--- src/hdl/afe_params.svh ---
// Register offsets, field positions, reset values and decoded codes for the
// converter configuration register bank.
// Assumes a 4-bit register index on a 32-bit classic Wishbone bus.
`ifndef AFE_PARAMS_SVH
`define AFE_PARAMS_SVH

// Register indices; byte address is four times the index
`define AFE_IDX_INPUT_SELECT 4'h0
`define AFE_IDX_INPUT_BIAS 4'h1
`define AFE_IDX_REF_MON 4'h2
`define AFE_IDX_GAIN_RATE 4'h3
`define AFE_IDX_OFC_LOW 4'h4
`define AFE_IDX_OFC_MID 4'h5
`define AFE_IDX_OFC_HIGH 4'h6
`define AFE_IDX_FSC_LOW 4'h7
`define AFE_IDX_FSC_MID 4'h8
`define AFE_IDX_FSC_HIGH 4'h9
`define AFE_IDX_REV_CUR 4'hA
`define AFE_IDX_CUR_ROUTE 4'hB
`define AFE_IDX_PIN_FUNC 4'hC
`define AFE_IDX_PIN_DIR 4'hD
`define AFE_IDX_PIN_LEVEL 4'hE
`define AFE_IDX_STATUS 4'hF

// Reset values
`define AFE_RST_INPUT_SELECT 8'h01
`define AFE_RST_INPUT_BIAS 8'h00
`define AFE_RST_REF_MON 7'h00
`define AFE_RST_GAIN_RATE 7'h00
`define AFE_RST_OFC 24'h000000
`define AFE_RST_REV_CUR 4'h0
`define AFE_RST_CUR_ROUTE 8'hFF
`define AFE_RST_PIN 8'h00

// Field positions
`define AFE_BCS_MSB 7
`define AFE_BCS_LSB 6
`define AFE_SP_MSB 5
`define AFE_SP_LSB 3
`define AFE_SN_MSB 2
`define AFE_SN_LSB 0
`define AFE_VREF_MSB 6
`define AFE_VREF_LSB 5
`define AFE_RSEL_MSB 4
`define AFE_RSEL_LSB 3
`define AFE_MON_MSB 2
`define AFE_MON_LSB 0
`define AFE_PGA_MSB 6
`define AFE_PGA_LSB 4
`define AFE_DOR_MSB 3
`define AFE_DOR_LSB 0
`define AFE_REV_MSB 7
`define AFE_REV_LSB 4
`define AFE_RDYMODE_BIT 3
`define AFE_OSC_BIT 7

// Decoded codes
`define AFE_DOR_MAX_DISTINCT 4'h9
`define AFE_RATE_TOP 4'h9
`define AFE_MON_NORMAL 3'h0
`define AFE_MON_SHORT 3'h1
`define AFE_VREF_OFF 2'h0
`define AFE_VREF_ON 2'h1

`endif

--- src/hdl/afe_pkg.sv ---
// Types shared by the converter configuration register bank.
// Assumes afe_params.svh for the numeric constants.
package afe_pkg;

   typedef enum logic [1:0] {
      AFE_BURN_OFF = 2'h0,
      AFE_BURN_0U5 = 2'h1,
      AFE_BURN_2U = 2'h2,
      AFE_BURN_10U = 2'h3
   } afe_burn_t;

   typedef enum logic [2:0] {
      AFE_MON_NORMAL_M = 3'h0,
      AFE_MON_SHORT_M = 3'h1,
      AFE_MON_FULLSCALE = 3'h2,
      AFE_MON_TEMP = 3'h3,
      AFE_MON_SECOND_EXTERNAL_REFERENCE_Q = 3'h4,
      AFE_MON_FIRST_EXTERNAL_REFERENCE_Q = 3'h5,
      AFE_MON_AVDD_Q = 3'h6,
      AFE_MON_DVDD_Q = 3'h7
   } afe_mon_t;

   typedef enum logic [1:0] {
      AFE_RSEL_EXT0 = 2'h0,
      AFE_RSEL_EXT1 = 2'h1,
      AFE_RSEL_ONBOARD = 2'h2,
      AFE_RSEL_ONBOARD_EXT0 = 2'h3
   } afe_rsel_t;

   // Bus slave states, one-hot
   typedef enum logic [1:0] {
      AFE_BUS_IDLE = 2'b01,
      AFE_BUS_ACK = 2'b10
   } afe_bus_t;

   typedef struct packed {
      afe_bus_t bus;
      logic ack;
      logic [31:0] rdata;
      logic [7:0] in_sel;
      logic [7:0] bias;
      logic [6:0] ref_mon;
      logic [6:0] gain_rate;
      logic [23:0] offset_coefficient;
      logic [23:0] fullscale_coefficient;
      logic [3:0] cur_ctl;
      logic [7:0] cur_route;
      logic [7:0] pin_func;
      logic [7:0] pin_dir;
      logic [7:0] pin_level;
      logic [1:0] osc_sync;
      logic [1:0] start_sync;
      logic [1:0] conv_sync;
      logic [1:0] rdy_sync;
      logic [1:0] sout_sync;
      logic xfer_sync0;
      logic xfer_sync1;
      logic [2:0] pos_sel;
      logic [2:0] neg_sel;
      logic [7:0] bias_en;
      logic [2:0] mon_sel;
      logic [2:0] eff_gain;
      logic [3:0] rate;
      logic [1:0] burn_sel;
      logic [1:0] ref_sel;
      logic ref_power;
      logic rdy_pin;
      logic sout_pin;
   } afe_state_t;

endpackage : afe_pkg

--- src/hdl/afe_regbank.sv ---
// Configuration register bank of a multi-input delta-sigma converter front end.
// Assumes a classic Wishbone master on clk_i and asynchronous analog-side
// status inputs, synchronised here before use except shutdown_cmd_i, which gates reference power directly.
//
// Chosen here: the Wishbone slave port.
`timescale 1ns/10ps
`include "afe_params.svh"

module afe_regbank
   import afe_pkg::*;
#(
   parameter int NUM_INPUTS = 8,
   parameter logic [3:0] REVISION = 4'h5,  // Arbitrary value
   parameter logic [23:0] FSC_TRIM_BASE = 24'h400000,
   parameter logic [23:0] FSC_TRIM_STEP = 24'h000100
) (
   input wire logic clk_i,
   input wire logic rst_i,
   input wire logic wb_cyc_i,
   input wire logic wb_stb_i,
   input wire logic wb_we_i,
   input wire logic [5:0] wb_adr_i,
   input wire logic [3:0] wb_sel_i,
   input wire logic [31:0] wb_dat_i,
   output logic [31:0] wb_dat_o,
   output logic wb_ack_o,
   input wire logic ext_osc_i,
   input wire logic start_pin_i,
   input wire logic shutdown_cmd_i,
   input wire logic conv_busy_i,
   input wire logic result_ready_i,
   input wire logic serial_data_i,
   input wire logic serial_xfer_i,
   output logic shared_serial_out_pin_o,
   output logic result_ready_pin_n_o,
   output logic [2:0] positive_input_sel_o,
   output logic [2:0] negative_input_sel_o,
   output logic [7:0] input_bias_bits_o,
   output logic [2:0] system_monitor_sel_o,
   output logic [2:0] gain_sel_o,
   output logic [3:0] output_rate_sel_o,
   output logic [1:0] burnout_current_sel_o,
   output logic [1:0] reference_select_o,
   output logic reference_power_o,
   output logic [23:0] fullscale_coefficient_o,
   output logic [23:0] offset_coefficient_o,
   output logic [2:0] excitation_magnitude_o,
   output logic [7:0] current_source_routing_o,
   output logic [7:0] pin_function_select_o,
   output logic [7:0] pin_direction_o,
   output logic [7:0] pin_level_o
);

   // Only the four- and eight-input variants have a defined bias mask
   if (NUM_INPUTS != 4 && NUM_INPUTS != 8) begin : g_bad_inputs
      $error("NUM_INPUTS must be 4 or 8");
   end

   afe_state_t st_ff;
   afe_state_t nxt_st;

   // Factory full-scale trim for one gain code
   function automatic logic [23:0] fsc_trim(input logic [2:0] g);
      fsc_trim = FSC_TRIM_BASE + FSC_TRIM_STEP * {21'h000000, g};
   endfunction : fsc_trim

   // Byte-lane write merge
   function automatic logic [7:0] lane0(input logic [7:0] old, input logic [31:0] d,
                                        input logic [3:0] s);
      lane0 = s[0] ? d[7:0] : old;
   endfunction : lane0

   ////////////////////////////////////////////////////////////////////////////////
   // Next state

   logic hit;
   logic wr;
   logic [3:0] idx;
   logic in_map;
   logic [7:0] wbyte;
   logic [2:0] new_gain;
   logic mon_active;
   logic [7:0] bias_mask;
   logic [31:0] rd;

   assign idx = wb_adr_i[5:2];
   assign in_map = idx != `AFE_IDX_STATUS || 1'b1;
   assign hit = wb_cyc_i && wb_stb_i && st_ff.bus == AFE_BUS_IDLE;
   assign wr = hit && wb_we_i && wb_sel_i[0];
   assign wbyte = wb_dat_i[7:0];
   assign bias_mask = (NUM_INPUTS == 8) ? 8'hFF : 8'h0F;

   always_comb begin
      nxt_st = st_ff;
      new_gain = st_ff.gain_rate[`AFE_PGA_MSB:`AFE_PGA_LSB];
      rd = 32'h00000000;

      // Two-flop synchronisers on pins from outside the clock domain
      nxt_st.osc_sync = {st_ff.osc_sync[0], ext_osc_i};
      nxt_st.start_sync = {st_ff.start_sync[0], start_pin_i};
      nxt_st.conv_sync = {st_ff.conv_sync[0], conv_busy_i};
      nxt_st.rdy_sync = {st_ff.rdy_sync[0], result_ready_i};
      nxt_st.sout_sync = {st_ff.sout_sync[0], serial_data_i};
      nxt_st.xfer_sync0 = serial_xfer_i;
      nxt_st.xfer_sync1 = st_ff.xfer_sync0;

      unique case (idx)
         `AFE_IDX_INPUT_SELECT: rd[7:0] = st_ff.in_sel;
         `AFE_IDX_INPUT_BIAS: rd[7:0] = st_ff.bias;
         `AFE_IDX_REF_MON: rd[7:0] = {st_ff.osc_sync[1], st_ff.ref_mon};
         `AFE_IDX_GAIN_RATE: rd[7:0] = {1'b0, st_ff.gain_rate};
         `AFE_IDX_OFC_LOW: rd[7:0] = st_ff.offset_coefficient[7:0];
         `AFE_IDX_OFC_MID: rd[7:0] = st_ff.offset_coefficient[15:8];
         `AFE_IDX_OFC_HIGH: rd[7:0] = st_ff.offset_coefficient[23:16];
         `AFE_IDX_FSC_LOW: rd[7:0] = st_ff.fullscale_coefficient[7:0];
         `AFE_IDX_FSC_MID: rd[7:0] = st_ff.fullscale_coefficient[15:8];
         `AFE_IDX_FSC_HIGH: rd[7:0] = st_ff.fullscale_coefficient[23:16];
         `AFE_IDX_REV_CUR: rd[7:0] = {REVISION, st_ff.cur_ctl};
         `AFE_IDX_CUR_ROUTE: rd[7:0] = st_ff.cur_route;
         `AFE_IDX_PIN_FUNC: rd[7:0] = st_ff.pin_func;
         `AFE_IDX_PIN_DIR: rd[7:0] = st_ff.pin_dir;
         `AFE_IDX_PIN_LEVEL: rd[7:0] = st_ff.pin_level;
         `AFE_IDX_STATUS: rd[7:0] = {1'b0, st_ff.ref_power, st_ff.eff_gain,
                                     st_ff.mon_sel};
      endcase

      unique case (st_ff.bus)
         AFE_BUS_IDLE: begin
            if (hit) begin
               nxt_st.bus = AFE_BUS_ACK;
               nxt_st.ack = 1'b1;
               nxt_st.rdata = wb_we_i ? 32'h00000000 : rd;
            end
         end
         AFE_BUS_ACK: begin
            nxt_st.bus = AFE_BUS_IDLE;
            nxt_st.ack = 1'b0;
            nxt_st.rdata = 32'h00000000;
         end
      endcase

      if (wr && in_map) begin
         unique case (idx)
            `AFE_IDX_INPUT_SELECT: nxt_st.in_sel = lane0(st_ff.in_sel, wb_dat_i, wb_sel_i);
            `AFE_IDX_INPUT_BIAS: nxt_st.bias = wbyte & bias_mask;
            `AFE_IDX_REF_MON: nxt_st.ref_mon = wbyte[6:0];
            `AFE_IDX_GAIN_RATE: begin
               nxt_st.gain_rate = wbyte[6:0];
               new_gain = wbyte[`AFE_PGA_MSB:`AFE_PGA_LSB];
            end
            `AFE_IDX_OFC_LOW: nxt_st.offset_coefficient[7:0] = wbyte;
            `AFE_IDX_OFC_MID: nxt_st.offset_coefficient[15:8] = wbyte;
            `AFE_IDX_OFC_HIGH: nxt_st.offset_coefficient[23:16] = wbyte;
            `AFE_IDX_FSC_LOW: nxt_st.fullscale_coefficient[7:0] = wbyte;
            `AFE_IDX_FSC_MID: nxt_st.fullscale_coefficient[15:8] = wbyte;
            `AFE_IDX_FSC_HIGH: nxt_st.fullscale_coefficient[23:16] = wbyte;
            `AFE_IDX_REV_CUR: nxt_st.cur_ctl = wbyte[3:0];
            `AFE_IDX_CUR_ROUTE: nxt_st.cur_route = wbyte;
            `AFE_IDX_PIN_FUNC: nxt_st.pin_func = wbyte;
            `AFE_IDX_PIN_DIR: nxt_st.pin_dir = wbyte;
            `AFE_IDX_PIN_LEVEL: nxt_st.pin_level = wbyte;
            `AFE_IDX_STATUS: nxt_st.pin_level = st_ff.pin_level;
         endcase
      end

      // A new gain code replaces the coefficient with its factory trim
      if (new_gain != st_ff.gain_rate[`AFE_PGA_MSB:`AFE_PGA_LSB]) begin
         nxt_st.fullscale_coefficient = fsc_trim(new_gain);
      end

      // Derived connections seen by the analog side
      mon_active = st_ff.ref_mon[`AFE_MON_MSB:`AFE_MON_LSB] != `AFE_MON_NORMAL;
      nxt_st.mon_sel = st_ff.ref_mon[`AFE_MON_MSB:`AFE_MON_LSB];
      nxt_st.pos_sel = st_ff.in_sel[`AFE_SP_MSB:`AFE_SP_LSB];
      nxt_st.neg_sel = st_ff.in_sel[`AFE_SN_MSB:`AFE_SN_LSB];
      nxt_st.bias_en = mon_active ? 8'h00 : (st_ff.bias & bias_mask);
      nxt_st.burn_sel = st_ff.in_sel[`AFE_BCS_MSB:`AFE_BCS_LSB];
      nxt_st.ref_sel = st_ff.ref_mon[`AFE_RSEL_MSB:`AFE_RSEL_LSB];
      nxt_st.rate = st_ff.gain_rate[`AFE_DOR_MSB:`AFE_DOR_LSB] > `AFE_DOR_MAX_DISTINCT
                    ? `AFE_RATE_TOP : st_ff.gain_rate[`AFE_DOR_MSB:`AFE_DOR_LSB];
      // Monitor codes past the short-circuit test run at unity gain
      nxt_st.eff_gain = (st_ff.ref_mon[`AFE_MON_MSB:`AFE_MON_LSB] > `AFE_MON_SHORT)
                        ? 3'h0 : st_ff.gain_rate[`AFE_PGA_MSB:`AFE_PGA_LSB];

      unique case (st_ff.ref_mon[`AFE_VREF_MSB:`AFE_VREF_LSB])
         `AFE_VREF_OFF: nxt_st.ref_power = 1'b0;
         `AFE_VREF_ON: nxt_st.ref_power = 1'b1;
         default: nxt_st.ref_power = st_ff.conv_sync[1] && st_ff.start_sync[1]
                                     && !shutdown_cmd_i;
      endcase

      // Ready low on the dedicated pin in every mode; shared pin only when enabled
      nxt_st.rdy_pin = !st_ff.rdy_sync[1];
      nxt_st.sout_pin = (st_ff.cur_ctl[`AFE_RDYMODE_BIT] && !st_ff.xfer_sync1)
                        ? !st_ff.rdy_sync[1] : st_ff.sout_sync[1];
   end

   ////////////////////////////////////////////////////////////////////////////////
   // State register

   always_ff @(posedge clk_i) begin
      if (rst_i) begin
         st_ff <= '0;
         st_ff.bus <= AFE_BUS_IDLE;
         st_ff.in_sel <= `AFE_RST_INPUT_SELECT;
         st_ff.bias <= `AFE_RST_INPUT_BIAS;
         st_ff.ref_mon <= `AFE_RST_REF_MON;
         st_ff.gain_rate <= `AFE_RST_GAIN_RATE;
         st_ff.offset_coefficient <= `AFE_RST_OFC;
         st_ff.fullscale_coefficient <= FSC_TRIM_BASE;
         st_ff.cur_ctl <= `AFE_RST_REV_CUR;
         st_ff.cur_route <= `AFE_RST_CUR_ROUTE;
         st_ff.pin_func <= `AFE_RST_PIN;
         st_ff.pin_dir <= `AFE_RST_PIN;
         st_ff.pin_level <= `AFE_RST_PIN;
         st_ff.neg_sel <= 3'h1;
         st_ff.rdy_pin <= 1'b1;
      end else begin
         st_ff <= nxt_st;
      end
   end

   ////////////////////////////////////////////////////////////////////////////////
   // Outputs, all from flip-flops

   assign wb_dat_o = st_ff.rdata;
   assign wb_ack_o = st_ff.ack;
   assign shared_serial_out_pin_o = st_ff.sout_pin;
   assign result_ready_pin_n_o = st_ff.rdy_pin;
   assign positive_input_sel_o = st_ff.pos_sel;
   assign negative_input_sel_o = st_ff.neg_sel;
   assign input_bias_bits_o = st_ff.bias_en;
   assign system_monitor_sel_o = st_ff.mon_sel;
   assign gain_sel_o = st_ff.eff_gain;
   assign output_rate_sel_o = st_ff.rate;
   assign burnout_current_sel_o = st_ff.burn_sel;
   assign reference_select_o = st_ff.ref_sel;
   assign reference_power_o = st_ff.ref_power;
   assign fullscale_coefficient_o = st_ff.fullscale_coefficient;
   assign offset_coefficient_o = st_ff.offset_coefficient;
   assign excitation_magnitude_o = st_ff.cur_ctl[2:0];
   assign current_source_routing_o = st_ff.cur_route;
   assign pin_function_select_o = st_ff.pin_func;
   assign pin_direction_o = st_ff.pin_dir;
   assign pin_level_o = st_ff.pin_level;

endmodule : afe_regbank

--- config.mk ---
export PLATFORM = sky130hd
export DESIGN_NAME = afe_regbank
export DESIGN_NICKNAME = d
export VERILOG_FILES = /design/src/hdl/afe_pkg.sv /design/src/hdl/afe_regbank.sv
export VERILOG_INCLUDE_DIRS = /design/src /design/src/hdl
export SDC_FILE = /design/constraint.sdc
export NUM_CORES = 1
export LEC_CHECK = 0
export ABC_AREA = 1
export BUFFER_PORTS_ARGS = -buffer_cell sky130_fd_sc_hd__buf_4
export CELL_PAD_IN_SITES_DETAIL_PLACEMENT = 1
export CELL_PAD_IN_SITES_GLOBAL_PLACEMENT = 2
export CORE_MARGIN = 2
export CORE_UTILIZATION = 27
export CTS_CLUSTER_SIZE = 16
export DETAILED_ROUTE_END_ITERATION = 12
export PLACE_DENSITY = 0.79
export SLEW_MARGIN = 20
export SYNTH_ARGS = -nofsm -noshare
export SYNTH_HDL_FRONTEND = slang
export SYNTH_SLANG_ARGS = --single-unit
export TNS_END_PERCENT = 1
--- constraint.sdc ---
create_clock -name clk_i -period 1.71 [get_ports clk_i]
set_input_delay 0.4275 -clock clk_i [delete_from_list [all_inputs] [get_ports clk_i]]
set_output_delay 0.4275 -clock clk_i [all_outputs]
set_load 0.03 [all_outputs]
Word-level counts from Yosys, hierarchy flattened --
Index checks and enable logic that the tools add are counted.
Cells by class: order comparisons 2, $add $sub $neg 1, reduce and logical (&&, ||, !) cells 35, equality and inequality tests 20, mux-type cells 19
Operators by type and width (number):
- $pmux 8 s16 | 1
- $pmux 35 s2 | 1
- $mux 8 | 8
- $mux 60 | 1
- $mux 35 | 1
- $eq 4x4->1 const B | 8
- $reduce_and 2->1 | 14
- $add 23x11->24 const A | 1
- $mux 24 | 1
- $eq 4x3->1 const B | 4
- $eq 4x2->1 const B | 2
- $mux 4 | 2
- $reduce_bool 2->1 | 4
- $logic_and 1x1->1 | 7
- $mux 3 | 2
- $reduce_or 2->1 | 3
- $eq 2x1->1 const B | 2
- $eq 4x1->1 const B | 1
- $gt 4x4->1 const B | 1
- $logic_not 4->1 | 1
- $gt 3x1->1 const B | 1
- $logic_not 1->1 | 3
- $ne 3x3->1 | 1
- $reduce_and 3->1 | 1
- 6 further kinds | 6
Word-level totals: bits of input ports 54, flip-flop bits (word level) 192, output and inout port bits 147

Logic depth before layout (Yosys ltp) --
Gate-level depths: netlist of the first run.
depth in word-level cells 8, gate-level depth with buffers 13, gate-level depth less buffers 13

Worst setup path after synthesis of the first run --
OpenSTA, ideal clock, no wires.
path kind register to register, start point register st_ff[191] in the netlist's numbering, end point register st_ff (netlist bit fullscale_coefficient_o[11]), setup slack -0.029 ns, required time 1.577 ns, library setup time 0.133 ns, arrival time 1.606 ns, cell stages (with the launch flop) 12, cells stage by stage dfxtp_1 -> nor2_2 -> nand2_1 -> nor2_1 -> nand2_1 -> buf_4 -> o21ai_1 -> nand2_1 -> nand2_1 -> nor2_2 -> nand3_1 -> a21oi_1
Between the ends: longest elaborated chain between the ends 8
Ends and longest elaborated chain:
- from (decl) | RTL line afe_regbank.sv:59 | afe_state_t st_ff;
- from (signal assigned) | RTL line afe_regbank.sv:219 | st_ff <= nxt_st;
- $eq 2x1->1 (*) | RTL line afe_regbank.sv:88 | assign hit = wb_cyc_i && wb_stb_i && st_ff.bus == AFE_BUS_IDLE;
- $logic_and 1x1->1 (*) | RTL line afe_regbank.sv:88
- $logic_and 1x1->1 (*) (2 in a row) | RTL line afe_regbank.sv:89 | assign wr = hit && wb_we_i && wb_sel_i[0];
- parallel branches: the longest is 4 deep, another holds $add 23x11->24
Mark *: on every way between the ends. A chain may end at the register's enable or synchronous reset.

Worst setup path in the final report of the first run --
start point input port wb_adr_i[4], end point register st_ff (netlist bit wb_dat_o[7])
Between the ends: longest elaborated chain between the ends 5
Ends and longest elaborated chain:
- from (decl) | RTL line afe_regbank.sv:22 | input wire logic [5:0] wb_adr_i,
- $eq 4x4->1 (tied with other cells) | RTL line afe_regbank.sv:107 | unique case (idx)
- $pmux 8 s16 (*) | RTL line afe_regbank.sv:107
- $mux 8 (*) | RTL line afe_regbank.sv:132 | nxt_st.rdata = wb_we_i ? 32'h00000000 : rd;
- $mux 35 (*) | RTL line afe_regbank.sv:129 | if (hit) begin
- $pmux 35 s2 (*) | RTL line afe_regbank.sv:127 | unique case (st_ff.bus)
Mark *: on every way between the ends. The rest lies on a longest branch, timed or not. The select of a mux whose other input is x is not followed.

==> metrics.txt, run 1 <==
Max Transition Viols Final 0; HP Class input port to register; drt pass-1 iters 6; initial antenna violation count 0; number of global-route vias before repair 7081; setup_tns 0 ns; fin crit share 97.66%; FP Rows 62; crit path from wb_adr_i[4]; worst r2r src st_ff[190]; Clock Path Buffers 2; Post-Syn Area 0.007846 sq mm; CTS tree built; Finished Cell Area 0.009819 sq mm; reg-to-reg endpoint fullscale_coefficient_o[10]; Cell variety after synth 37; ys flop type dfxtp_1; Max Cap Viol 0; routed via count 7070; Async SR Flop Fraction 0%; commonest non-fill, non-tap cells in the layout buf_4 (237), nand2_1 (184), dfxtp_1 (164); Critical Path Start Type input port; Final #Nets 1209; full die area 0.03044 sq mm; Syn. warnings 0; final clock skew 0.01088 ns; Worst Slack Setup Final 0.04000 ns; worst-path cell chain buf_4 -> inv_1 -> nand2_1 -> nor2_1 -> buf_4 -> nand2_1 -> nand3_1 -> a21oi_1 -> nand4_1 -> nand2_1 -> a21oi_1; placed inst area 0.009061 sq mm; R2R Setup Slk 0.05 ns; Port Buffers 147; post-synthesis sequential area ratio 42.61%; Power Total 8.551 mW; status finished, final reports clean; power density cells 870.8 mW/mm^2; slowest stage cell, crit path nand4_1; Yosys reg bits 167; Final Hold Fails 0; CP bufs+invs 3; worst vdd ir 0.5748 mV; largest net degree at the start of global routing 67; leakage power 4.292 nW; Worst Tran Pin Value 0.5155 ns; drt initial violations 411; Post-synth EDFFs 0; Worst-path clk slew 0.07 ns; clk root buf clkbuf_16; Finished Core Util 34.30%; Rel. slew slack 65.51%; CP arrival 1.97 ns; commonest non-fill, non-tap cell in the layout buf_4; Critical Path End Type register; crit path kind input port to register; share of cells above drive strength 1 28.25%; fin cells 1552; total grt overflow 0; WL/cell 18.92 um; GR Util All Layers 19.20%; WP depth 11; Area growth syn-to-layout 25.15%; most used cell along the critical path nand2_1; IO Count 201; Mapped Cells 1042; Core Footprint 0.02863 sq mm; first-pass GRT wire length 43570 um; CP top delay family simple AND/OR/NAND/NOR gates; CTS Hold Bufs 0; end of the critical path wb_dat_o[7]; TritonCTS Sinks 167; final hold slack 0.2002 ns; Max stage delay on crit path 0.28 ns; CP Data Required Time 2.01 ns; # DRC 0; vias per inst 4.555; placed cell count 1514; Syn Area/Cell 7.530 sq um; pre-CTS setup slack -0.3336 ns; antenna cells 0; H-tree depth 4; Tmin final 1.670 ns; Final ANT Viol Nets 0; Die Height 174.5 um; Routed Wire Length 29370 um; final setup violation count 0; Worst Reg-to-Reg Cells 12; maximum clock rate 0.5988 GHz; Final Wtd Congestion 0.8726; Clock Latency Late Sink 0.43 ns; CTS buffer count 17; die width 174.5 um; Initial Utilization 27.41%; DPL Wire Length 22710 um; worst-path fanout max 8; RSZ-0062 raised after global routing yes
what timing repair did:
item	in CTS	in global routing
gates cloned	1	1
gates resized for setup	12	26
pin swaps	4	14
setup buffers	3	1
endpoints found under the setup margin	24	46
cell type report:
| class | instances | area (sq um) |
|---|---|---|
| clock buffer | 17 | 425.4 |
| multi-input combinational | 625 | 3123 |
| clock inverter | 15 | 163.9 |
| timing repair buffer | 245 | 1904 |
| tap | 384 | 480.5 |
| fill | 3467 | 18810 |
| sequential | 167 | 3347 |
| inverter | 99 | 375.4 |
registers in the layout, summed over array words and instances (netlist names):
signal,count
pin_direction_o,8
reference_select_o,2
input_bias_bits_o,8
shared_serial_out_pin_o,1
system_monitor_sel_o,3
reference_power_o,1
positive_input_sel_o,3
current_source_routing_o,8
excitation_magnitude_o,3
offset_coefficient_o,24
burnout_current_sel_o,2
pin_function_select_o,8
pin_level_o,8
gain_sel_o,3
st_ff,26
wb_dat_o,8
negative_input_sel_o,3
output_rate_sel_o,4
nxt_st,19
result_ready_pin_n_o,1
fullscale_coefficient_o,24
report_power, final:
part	internal, mW	leakage, nW	total, mW	switching, mW
logic	0.202	2.65	0.665	0.463
clock network	2.19	0.292	3.95	1.76
registers	3.92	1.35	3.94	0.0179
total	6.31	4.29	8.55	2.24
per-layer routing:
layer,up-vias,GRT usage [%],part of all wire [%]
li1,3448,-,-
met1,3365,25.34,45
met2,222,31.05,46
met3,35,4.068,5.8
met4,0,6.548,2.7
met5,-,0,0
synth_stat cells (2+ instances only):
cell / n / area, sq um
nand3_1: 24 / 120.1
nor2_2: 10 / 62.56
nand4_1: 24 / 150.1
clkbuf_1: 23 / 86.33
clkinv_1: 5 / 18.77
nor2_4: 3 / 33.78
buf_4: 145 / 1089
o21ai_0: 70 / 350.3
inv_1: 92 / 345.3
nor3_2: 3 / 30.03
o22ai_1: 3 / 18.77
a21oi_1: 87 / 435.4
nor2_8: 3 / 60.06
nand2_2: 2 / 12.51
dfxtp_1: 167 / 3343
nor2_1: 119 / 446.7
nand2_1: 190 / 713.2
a32o_1: 2 / 20.02
nor3_1: 4 / 20.02
buf_2: 7 / 35.03
a22o_1: 3 / 26.28
nand3_2: 2 / 20.02
a211oi_1: 30 / 225.2
o211ai_1: 11 / 82.58
worst min-delay path by stage:
stage / startpoint / endpoint / slack, ns / cells past startpoint
after floorplan: st_ff[36] / result_ready_pin_n_o / 0.37 / 1
after detailed placement: st_ff[36] / result_ready_pin_n_o / 0.38 / 1
after global routing: result_ready_i / nxt_st[36] / 0.19 / 3
after CTS: serial_xfer_i / nxt_st[31] / 0.18 / 3
after global placement: st_ff[36] / result_ready_pin_n_o / 0.38 / 1
final: result_ready_i / nxt_st[36] / 0.20 / 3
tightest hold or removal path: cells and delay by family:
kind,cells,cell delay (ns)
buffers and inverters,2,0.11
AND/OR/NAND/NOR,1,0.06
cells by family (layout without fill, tap and decap cells):
family / after synthesis / after routing / share of synthesized area [%]
flops: 167 / 167 / 42.61
compound gates: 211 / 211 / 15.26
buf+inv: 275 / 376 / 20.22
simple gates: 388 / 390 / 21.86
other cells: 1 / 24 / 0.04779
Note: power is estimated with default switching activity, not from simulation.
==> inputs of run 2 (changes only) <==
--- a/config.mk
+++ b/config.mk
@@ -6,15 +6,15 @@
 export SDC_FILE = /design/constraint.sdc
 export NUM_CORES = 1
 export LEC_CHECK = 0
-export ABC_AREA = 1
 export BUFFER_PORTS_ARGS = -buffer_cell sky130_fd_sc_hd__buf_4
 export CELL_PAD_IN_SITES_DETAIL_PLACEMENT = 1
 export CELL_PAD_IN_SITES_GLOBAL_PLACEMENT = 2
 export CORE_MARGIN = 2
-export CORE_UTILIZATION = 27
+export CORE_UTILIZATION = 29
+export CTS_BUF_LIST = sky130_fd_sc_hd__clkbuf_4 sky130_fd_sc_hd__clkbuf_8 sky130_fd_sc_hd__clkbuf_16
 export CTS_CLUSTER_SIZE = 16
 export DETAILED_ROUTE_END_ITERATION = 12
-export PLACE_DENSITY = 0.79
+export PLACE_DENSITY = 0.78
 export SLEW_MARGIN = 20
 export SYNTH_ARGS = -nofsm -noshare
 export SYNTH_HDL_FRONTEND = slang
==> run 2 against run 1 <==
Net effect: the flow now finishes with violations (negative setup slack); critical path type is now register to register; core utilization up 2.7 points; global-route usage up 0.93 points; power rose by 4.2%; sequential share of layout area fell by 1.3 points; synthesized cell count shrank 17%; first-iteration DRC count fell by 1.9%.
==> metrics.txt, run 2 <==
TritonCTS Sinks 167 (unchanged); Syn Area/Cell 9.355 sq um (+24%); Area growth syn-to-layout 26.05%; reg-to-reg endpoint pin_function_select_o[3]; CP Data Required Time 2.03 ns (+0.02 ns); Synth area leader dfxtp_1; placed cell count 1339 (-12%); Initial Utilization 29.32% (+1.9 points); CTS Hold Bufs 0 (unchanged); HP Class input port to register; synth top area cells dfxtp_1 (41%), mux2i_1 (14%), buf_4 (14%), nor2_1 (5.1%), nor2b_1 (2.6%); Core Footprint 0.02763 sq mm (-3.5%); worst vdd ir 0.5048 mV (-12%); CTS tree built; final clock skew 0.009187 ns (-0.001691 ns); Final ANT Viol Nets 0 (unchanged); routed via count 6492 (-8.2%); DPL Wire Length 22340 um (-1.6%); sink of the worst hold path nxt_st[34]; Worst Tran Pin Value 0.5102 ns (-0.005293 ns); Power Total 8.906 mW (+4.2%); share of cells above drive strength 1 34.21% (+6.0 points); number of global-route vias before repair 6554 (-7.4%); Rel. slew slack 65.63% (+0.12 points); Cell variety after synth 64 (+73%); final setup violation count 14 (+14); antenna cells 0 (unchanged); crit path from st_ff[191]; switching share of total power 25.06% (-1.1 points); R2R Setup Slk -0.02 ns (-0.07 ns); Clock Path Buffers 2 (unchanged); # DRC 0 (unchanged); initial antenna violation count 0 (unchanged); Critical Path Start Type register; power density cells 872.1 mW/mm^2 (+0.15%); Worst Reg-to-Reg Cells 7 (-5); Port Buffers 147 (unchanged); Routed Wire Length 29430 um (+0.20%); H-tree depth 4 (unchanged); Syn. warnings 0 (unchanged); maximum clock rate 0.5773 GHz (-3.6%); RSZ-0062 raised after global routing yes; Most flops, register st_ff; Net Sw Power 2.232 mW (-0.20%); Worst Slack Setup Final -0.02223 ns (-0.06223 ns); drt initial violations 403 (-1.9%); Tmin final 1.732 ns (+0.06223 ns); Clock Latency Late Sink 0.44 ns (about the same); Max Transition Viols Final 0 (unchanged); Post-synth EDFFs 0 (unchanged); total grt overflow 0 (unchanged); crit path kind register to register; synth cell count leaders dfxtp_1 (167), buf_4 (146), mux2i_1 (115); final hold slack 0.2047 ns (+0.004431 ns); commonest non-fill, non-tap cells in the layout buf_4 (254), dfxtp_1 (165), mux2i_1 (114); die width 171.1 um (-1.9%); worst r2r src st_ff[191]; Largest register FFs 26 (unchanged); drt pass-1 iters 7 (+1); Post-Syn Area 0.008102 sq mm (+3.3%); fin crit share 101.3% (+3.6 points); Hold Path Origin serial_data_i; Yosys reg bits 167 (unchanged); Async SR Flop Fraction 0% (unchanged); vias per inst 4.732 (+3.9%); leakage power 4.130 nW (-3.8%); IO Count 201 (unchanged); Final Wtd Congestion 0.9181 (+5.2%); Die Height 171.1 um (-1.9%); Comb power frac 10.1% (+2.3 points); post-synthesis sequential area ratio 41.27% (-1.3 points); Mapped Cells 866 (-17%); CP arrival 2.05 ns (+0.08 ns); WL/cell 21.45 um (+13%); full die area 0.02929 sq mm (-3.8%); Max Cap Viol 0 (unchanged); Final #Nets 1035 (-14%); Hold Path Cell Cnt 2 (-1); fin cells 1372 (-12%); status finished, violations left; Clock power frac 45.6% (-0.6 points); GR Util All Layers 20.13% (+0.93 points); Final Hold Fails 0 (unchanged); P_int 6.674 mW (+5.7%); FP Rows 61 (-1.6%); Critical Path End Type register; post-synth top area share 41.27% (-1.3 points); worst-path fanout max 8 (unchanged); commonest non-fill, non-tap cell in the layout buf_4; violated checks negative setup slack; first-pass GRT wire length 42830 um (-1.7%); largest net degree at the start of global routing 49 (-27%); CTS buffer count 17 (unchanged); clk root buf clkbuf_16; Worst-path clk slew 0.07 ns (about the same); ys flop type dfxtp_1; count leader, synth dfxtp_1; power share of the sequential group 44.3% (-1.8 points)
-- run 2: changes by cell type after synthesis, moves of 13 or more --
cell,before,now
o21ai_0,70,24
inv_1,92,8
nand2_1,190,34
mux2i_1,0,115
nand3_1,24,11
a211oi_1,30,5
nor2b_1,0,34
nand4_1,24,1
a21oi_1,87,21
-- run 2: how the worst max path moves through the flow --
stage | endpoint | slack, ns | cells after the start
5_1_grt | pin_function_select_o[2] | -0.11 | 7
6_report | pin_function_select_o[3] | -0.02 | 7
3_5_place_dp | fullscale_coefficient_o[9] | -0.44 | 7
4_1_cts | pin_function_select_o[1] | -0.03 | 7
2_1_floorplan | fullscale_coefficient_o[11] | -0.26 | 7
3_3_place_gp | fullscale_coefficient_o[10] | -0.41 | 7
-- run 2: through the flow --
stage	area [sq um]	setup WS [ns]	util [%]	setup TNS, ns
after global placement	9543	-0.4100	34.54	-27.31
after CTS	10200	-0.03144	36.93	-0.2894
final	10210	-0.02223	36.96	-0.2079
after global routing	10210	-0.1109	36.96	-1.421
after detailed placement	9543	-0.4366	34.54	-29.98
after floorplan	8188	-0.2643	-	-17.24
-- run 2: metal layers --
layer,wire (um),vias to the layer above,share of wire (%),global-route usage [%]
li1,-,3038,-,-
met1,13660,3214,46,27.33
met2,13710,210,47,32.54
met3,1448,30,4.9,3.470
met4,604,0,2.1,6.227
met5,0,-,0,0
-- run 2: area by class of cell --
type | instances | area (sq um)
Inverter | 9 | 33.78
Fill cell | 3186 | 17420
Tap cell | 378 | 473.0
Sequential cell | 167 | 3346
Timing Repair Buffer | 271 | 2221
Clock inverter | 11 | 147.6
Clock buffer | 21 | 467.9
Multi-Input combinational cell | 515 | 3523
-- run 2: power groups by stage --
stage	logic, mW	registers, mW	clock network [mW]
2_1_floorplan	0.474	4.03	0
3_3_place_gp	0.872	4.03	0
3_5_place_dp	0.880	4.03	0
4_1_cts	0.893	3.94	4.12
5_1_grt	0.950	3.95	4.29
6_report	0.897	3.94	4.06
-- run 2: worst max-delay path, cell delays in order, from the launching register on --
cell and delay, ns:
dfxtp_2 0.33, and4b_2 0.32, nand3_4 0.15, buf_6 0.16, nor4_4 0.24, buf_12 0.18, mux2i_1 0.18, nor2_1 0.05
-- run 2: what timing repair did --
item | CTS | global route
setup buffers | 1 | 0
resized for setup | 10 | 3
endpoints found under the setup margin | 106 | 39
pin swaps | 2 | 1
endpoints found under the hold margin | 0 | 0
-- run 2: cell families (layout without fill, tap and decap cells) --
group,after synthesis,after routing,share of synthesized area [%]
simple gates,254,254,16.26
buf+inv,207,312,16.71
flops,167,167,41.27
mux,124,124,15.88
compound gates,110,110,9.514
xor+xnor,3,3,0.3244
other cells,1,24,0.04629
==> inputs of run 3 (changes only) <==
--- a/config.mk
+++ b/config.mk
@@ -9,12 +9,14 @@
 export BUFFER_PORTS_ARGS = -buffer_cell sky130_fd_sc_hd__buf_4
 export CELL_PAD_IN_SITES_DETAIL_PLACEMENT = 1
 export CELL_PAD_IN_SITES_GLOBAL_PLACEMENT = 2
+export CORE_ASPECT_RATIO = 0.7
 export CORE_MARGIN = 2
 export CORE_UTILIZATION = 29
 export CTS_BUF_LIST = sky130_fd_sc_hd__clkbuf_4 sky130_fd_sc_hd__clkbuf_8 sky130_fd_sc_hd__clkbuf_16
 export CTS_CLUSTER_SIZE = 16
 export DETAILED_ROUTE_END_ITERATION = 12
 export PLACE_DENSITY = 0.78
+export RECOVER_POWER = 100
 export SLEW_MARGIN = 20
 export SYNTH_ARGS = -nofsm -noshare
 export SYNTH_HDL_FRONTEND = slang
==> run 3 against run 2 <==
Net effect: the run now ends clean; worst setup slack gained 0.030 ns; first-iteration DRC count grew 9.7%; hold slack got worse by 0.0092 ns; non-clock buffer count grew 2.
==> metrics.txt, run 3 (synthesized netlist as in run 2, its figures left out) <==
status finished, final reports clean; routed via count 6634 (+2.2%); worst-path fanout max 4 (-4); Max Transition Viols Final 0 (unchanged); CTS tree built; drt pass-1 iters 5 (-2); CP bufs+invs 2 (unchanged); Largest register FFs 26 (unchanged); Worst Tran Pin Value 0.5114 ns (+0.001230 ns); total grt overflow 0 (unchanged); FP Rows 51 (-16%); Final ANT Viol Nets 0 (unchanged); full die area 0.02931 sq mm (about the same); fin crit share 99.56% (-1.7 points); crit path from st_ff[191]; Max stage delay on crit path 0.39 ns (+0.06 ns); initial antenna violation count 0 (unchanged); Core Footprint 0.02763 sq mm (about the same); Final #Nets 1037 (+0.19%); final clock skew 0.01002 ns (+0.0008308 ns); Max Cap Viol 0 (unchanged); CP arrival 2.04 ns (about the same); TritonCTS Sinks 167 (unchanged); commonest non-fill, non-tap cells in the layout buf_4 (255), dfxtp_1 (165), mux2i_1 (114); Final Hold Fails 0 (unchanged); clk root buf clkbuf_16; Critical Path Start Type register; H-tree depth 4 (unchanged); Die Height 143.8 um (-16%); Area growth syn-to-layout 26.15% (about the same); crit path kind register to register; WL/cell 22.00 um (+2.6%); most used cell along the critical path buf_6; placed inst area 0.009517 sq mm (-0.28%); commonest non-fill, non-tap cell in the layout buf_4; GR Util All Layers 20.66% (+0.53 points); Most flops, register st_ff; first-pass GRT wire length 43570 um (+1.7%); leakage power 4.157 nW (+0.65%); CP top delay family simple AND/OR/NAND/NOR gates; slowest stage cell, crit path or3_4; antenna cells 0 (unchanged); Power Total 8.945 mW (+0.44%); Tmin final 1.702 ns (-0.02976 ns); worst-path cell chain nand2b_4 -> or3_4 -> buf_6 -> nor2_4 -> buf_6 -> mux2i_1 -> nor2_1; final setup violation count 0 (-14); Routed Wire Length 30080 um (+2.2%); worst r2r src st_ff[191]; CTS Hold Bufs 0 (unchanged); CP Data Required Time 2.05 ns (+0.02 ns); IO Count 201 (unchanged); Worst-path clk slew 0.07 ns (about the same); vias per inst 4.853 (+2.6%); Finished Cell Area 0.01022 sq mm (about the same); HP Class input port to register; Port Buffers 147 (unchanged); DPL Wire Length 23130 um (+3.5%); Critical Path End Type register; Hold Path Origin conv_busy_i; share of cells above drive strength 1 34.44% (+0.23 points); Rel. slew slack 65.91% (+0.28 points); worst vdd ir 0.5747 mV (+14%); number of global-route vias before repair 6545 (-0.14%); # DRC 0 (unchanged); largest net degree at the start of global routing 36 (-27%); Clock Latency Late Sink 0.44 ns (about the same); RSZ-0062 raised after global routing yes; die width 203.8 um (+19%); Final Wtd Congestion 0.9012 (-1.8%); drt initial violations 442 (+9.7%); power density cells 875.2 mW/mm^2 (+0.36%); Initial Utilization 29.32% (about the same); CTS buffer count 17 (unchanged); maximum clock rate 0.5874 GHz (+1.7%); Clock Path Buffers 2 (unchanged)
run 3: changes by cell type in the layout (fill, tap and decap cells not counted), sizes merged:
cell / delta
clkbuf: -1
inv: +4
buf: +1
clkinvlp: -2
run 3: timing repair:
item | CTS | global route
setup endpoints to repair | 74 | 112
gates resized for setup | 3 | 18
pin swaps | 0 | 7
setup buffers | 1 | 1
run 3: power by group:
part | internal (mW) | leakage (nW) | total (mW) | switching (mW)
clock | 2.37 | 0.299 | 4.10 | 1.73
sequential | 3.92 | 1.35 | 3.94 | 0.0241
combinational | 0.334 | 2.51 | 0.896 | 0.562
run 3: per-stage QoR:
step	setup TNS, ns	util, %	instances	setup slack (ns)	hold slack, ns
2_1_floorplan	-17.24	-	889	-0.2643	0.3540
3_3_place_gp	-30.44	34.44	1333	-0.3246	0.3738
3_5_place_dp	-33.87	34.44	1333	-0.3954	0.3790
4_1_cts	-1.154	36.75	1366	-0.09605	0.1794
5_1_grt	-0.3427	36.99	1367	-0.03834	0.1876
6_report	0	36.99	1367	0.007535	0.1955
run 3: worst paths after layout:
path | end | slack, ns | cells past startpoint
hold reg to reg | result_ready_pin_n_o | 0.39 | 1
setup reg to reg | offset_coefficient_o[14] | 0.008 | 7
hold / removal | nxt_st[38] | 0.20 | 2
setup / recovery | offset_coefficient_o[14] | 0.008 | 7
run 3: metal layers:
layer | global-route usage [%] | vias up | wire length (um)
li1 | - | 3037 | -
met1 | 31.07 | 3332 | 15380
met2 | 29.54 | 241 | 12420
met3 | 4.467 | 24 | 1929
met4 | 4.841 | 0 | 350
met5 | 0 | - | 0
run 3: cell type report:
class / count / area [sq um]
fillers: 3157 / 17410
multi-input cells: 515 / 3547
flip-flops and latches: 167 / 3346
repair buffers: 273 / 2215
well taps: 371 / 464.2
clock buffers: 19 / 446.7
clock inverters: 13 / 167.7
inverters: 9 / 33.78
run 3: worst register-to-register path: stages, from the launching register on:
cell,delay (ns)
dfxtp_2,0.33
nand2b_4,0.17
or3_4,0.39
buf_6,0.15
nor2_4,0.15
buf_6,0.16
mux2i_1,0.20
nor2_1,0.05
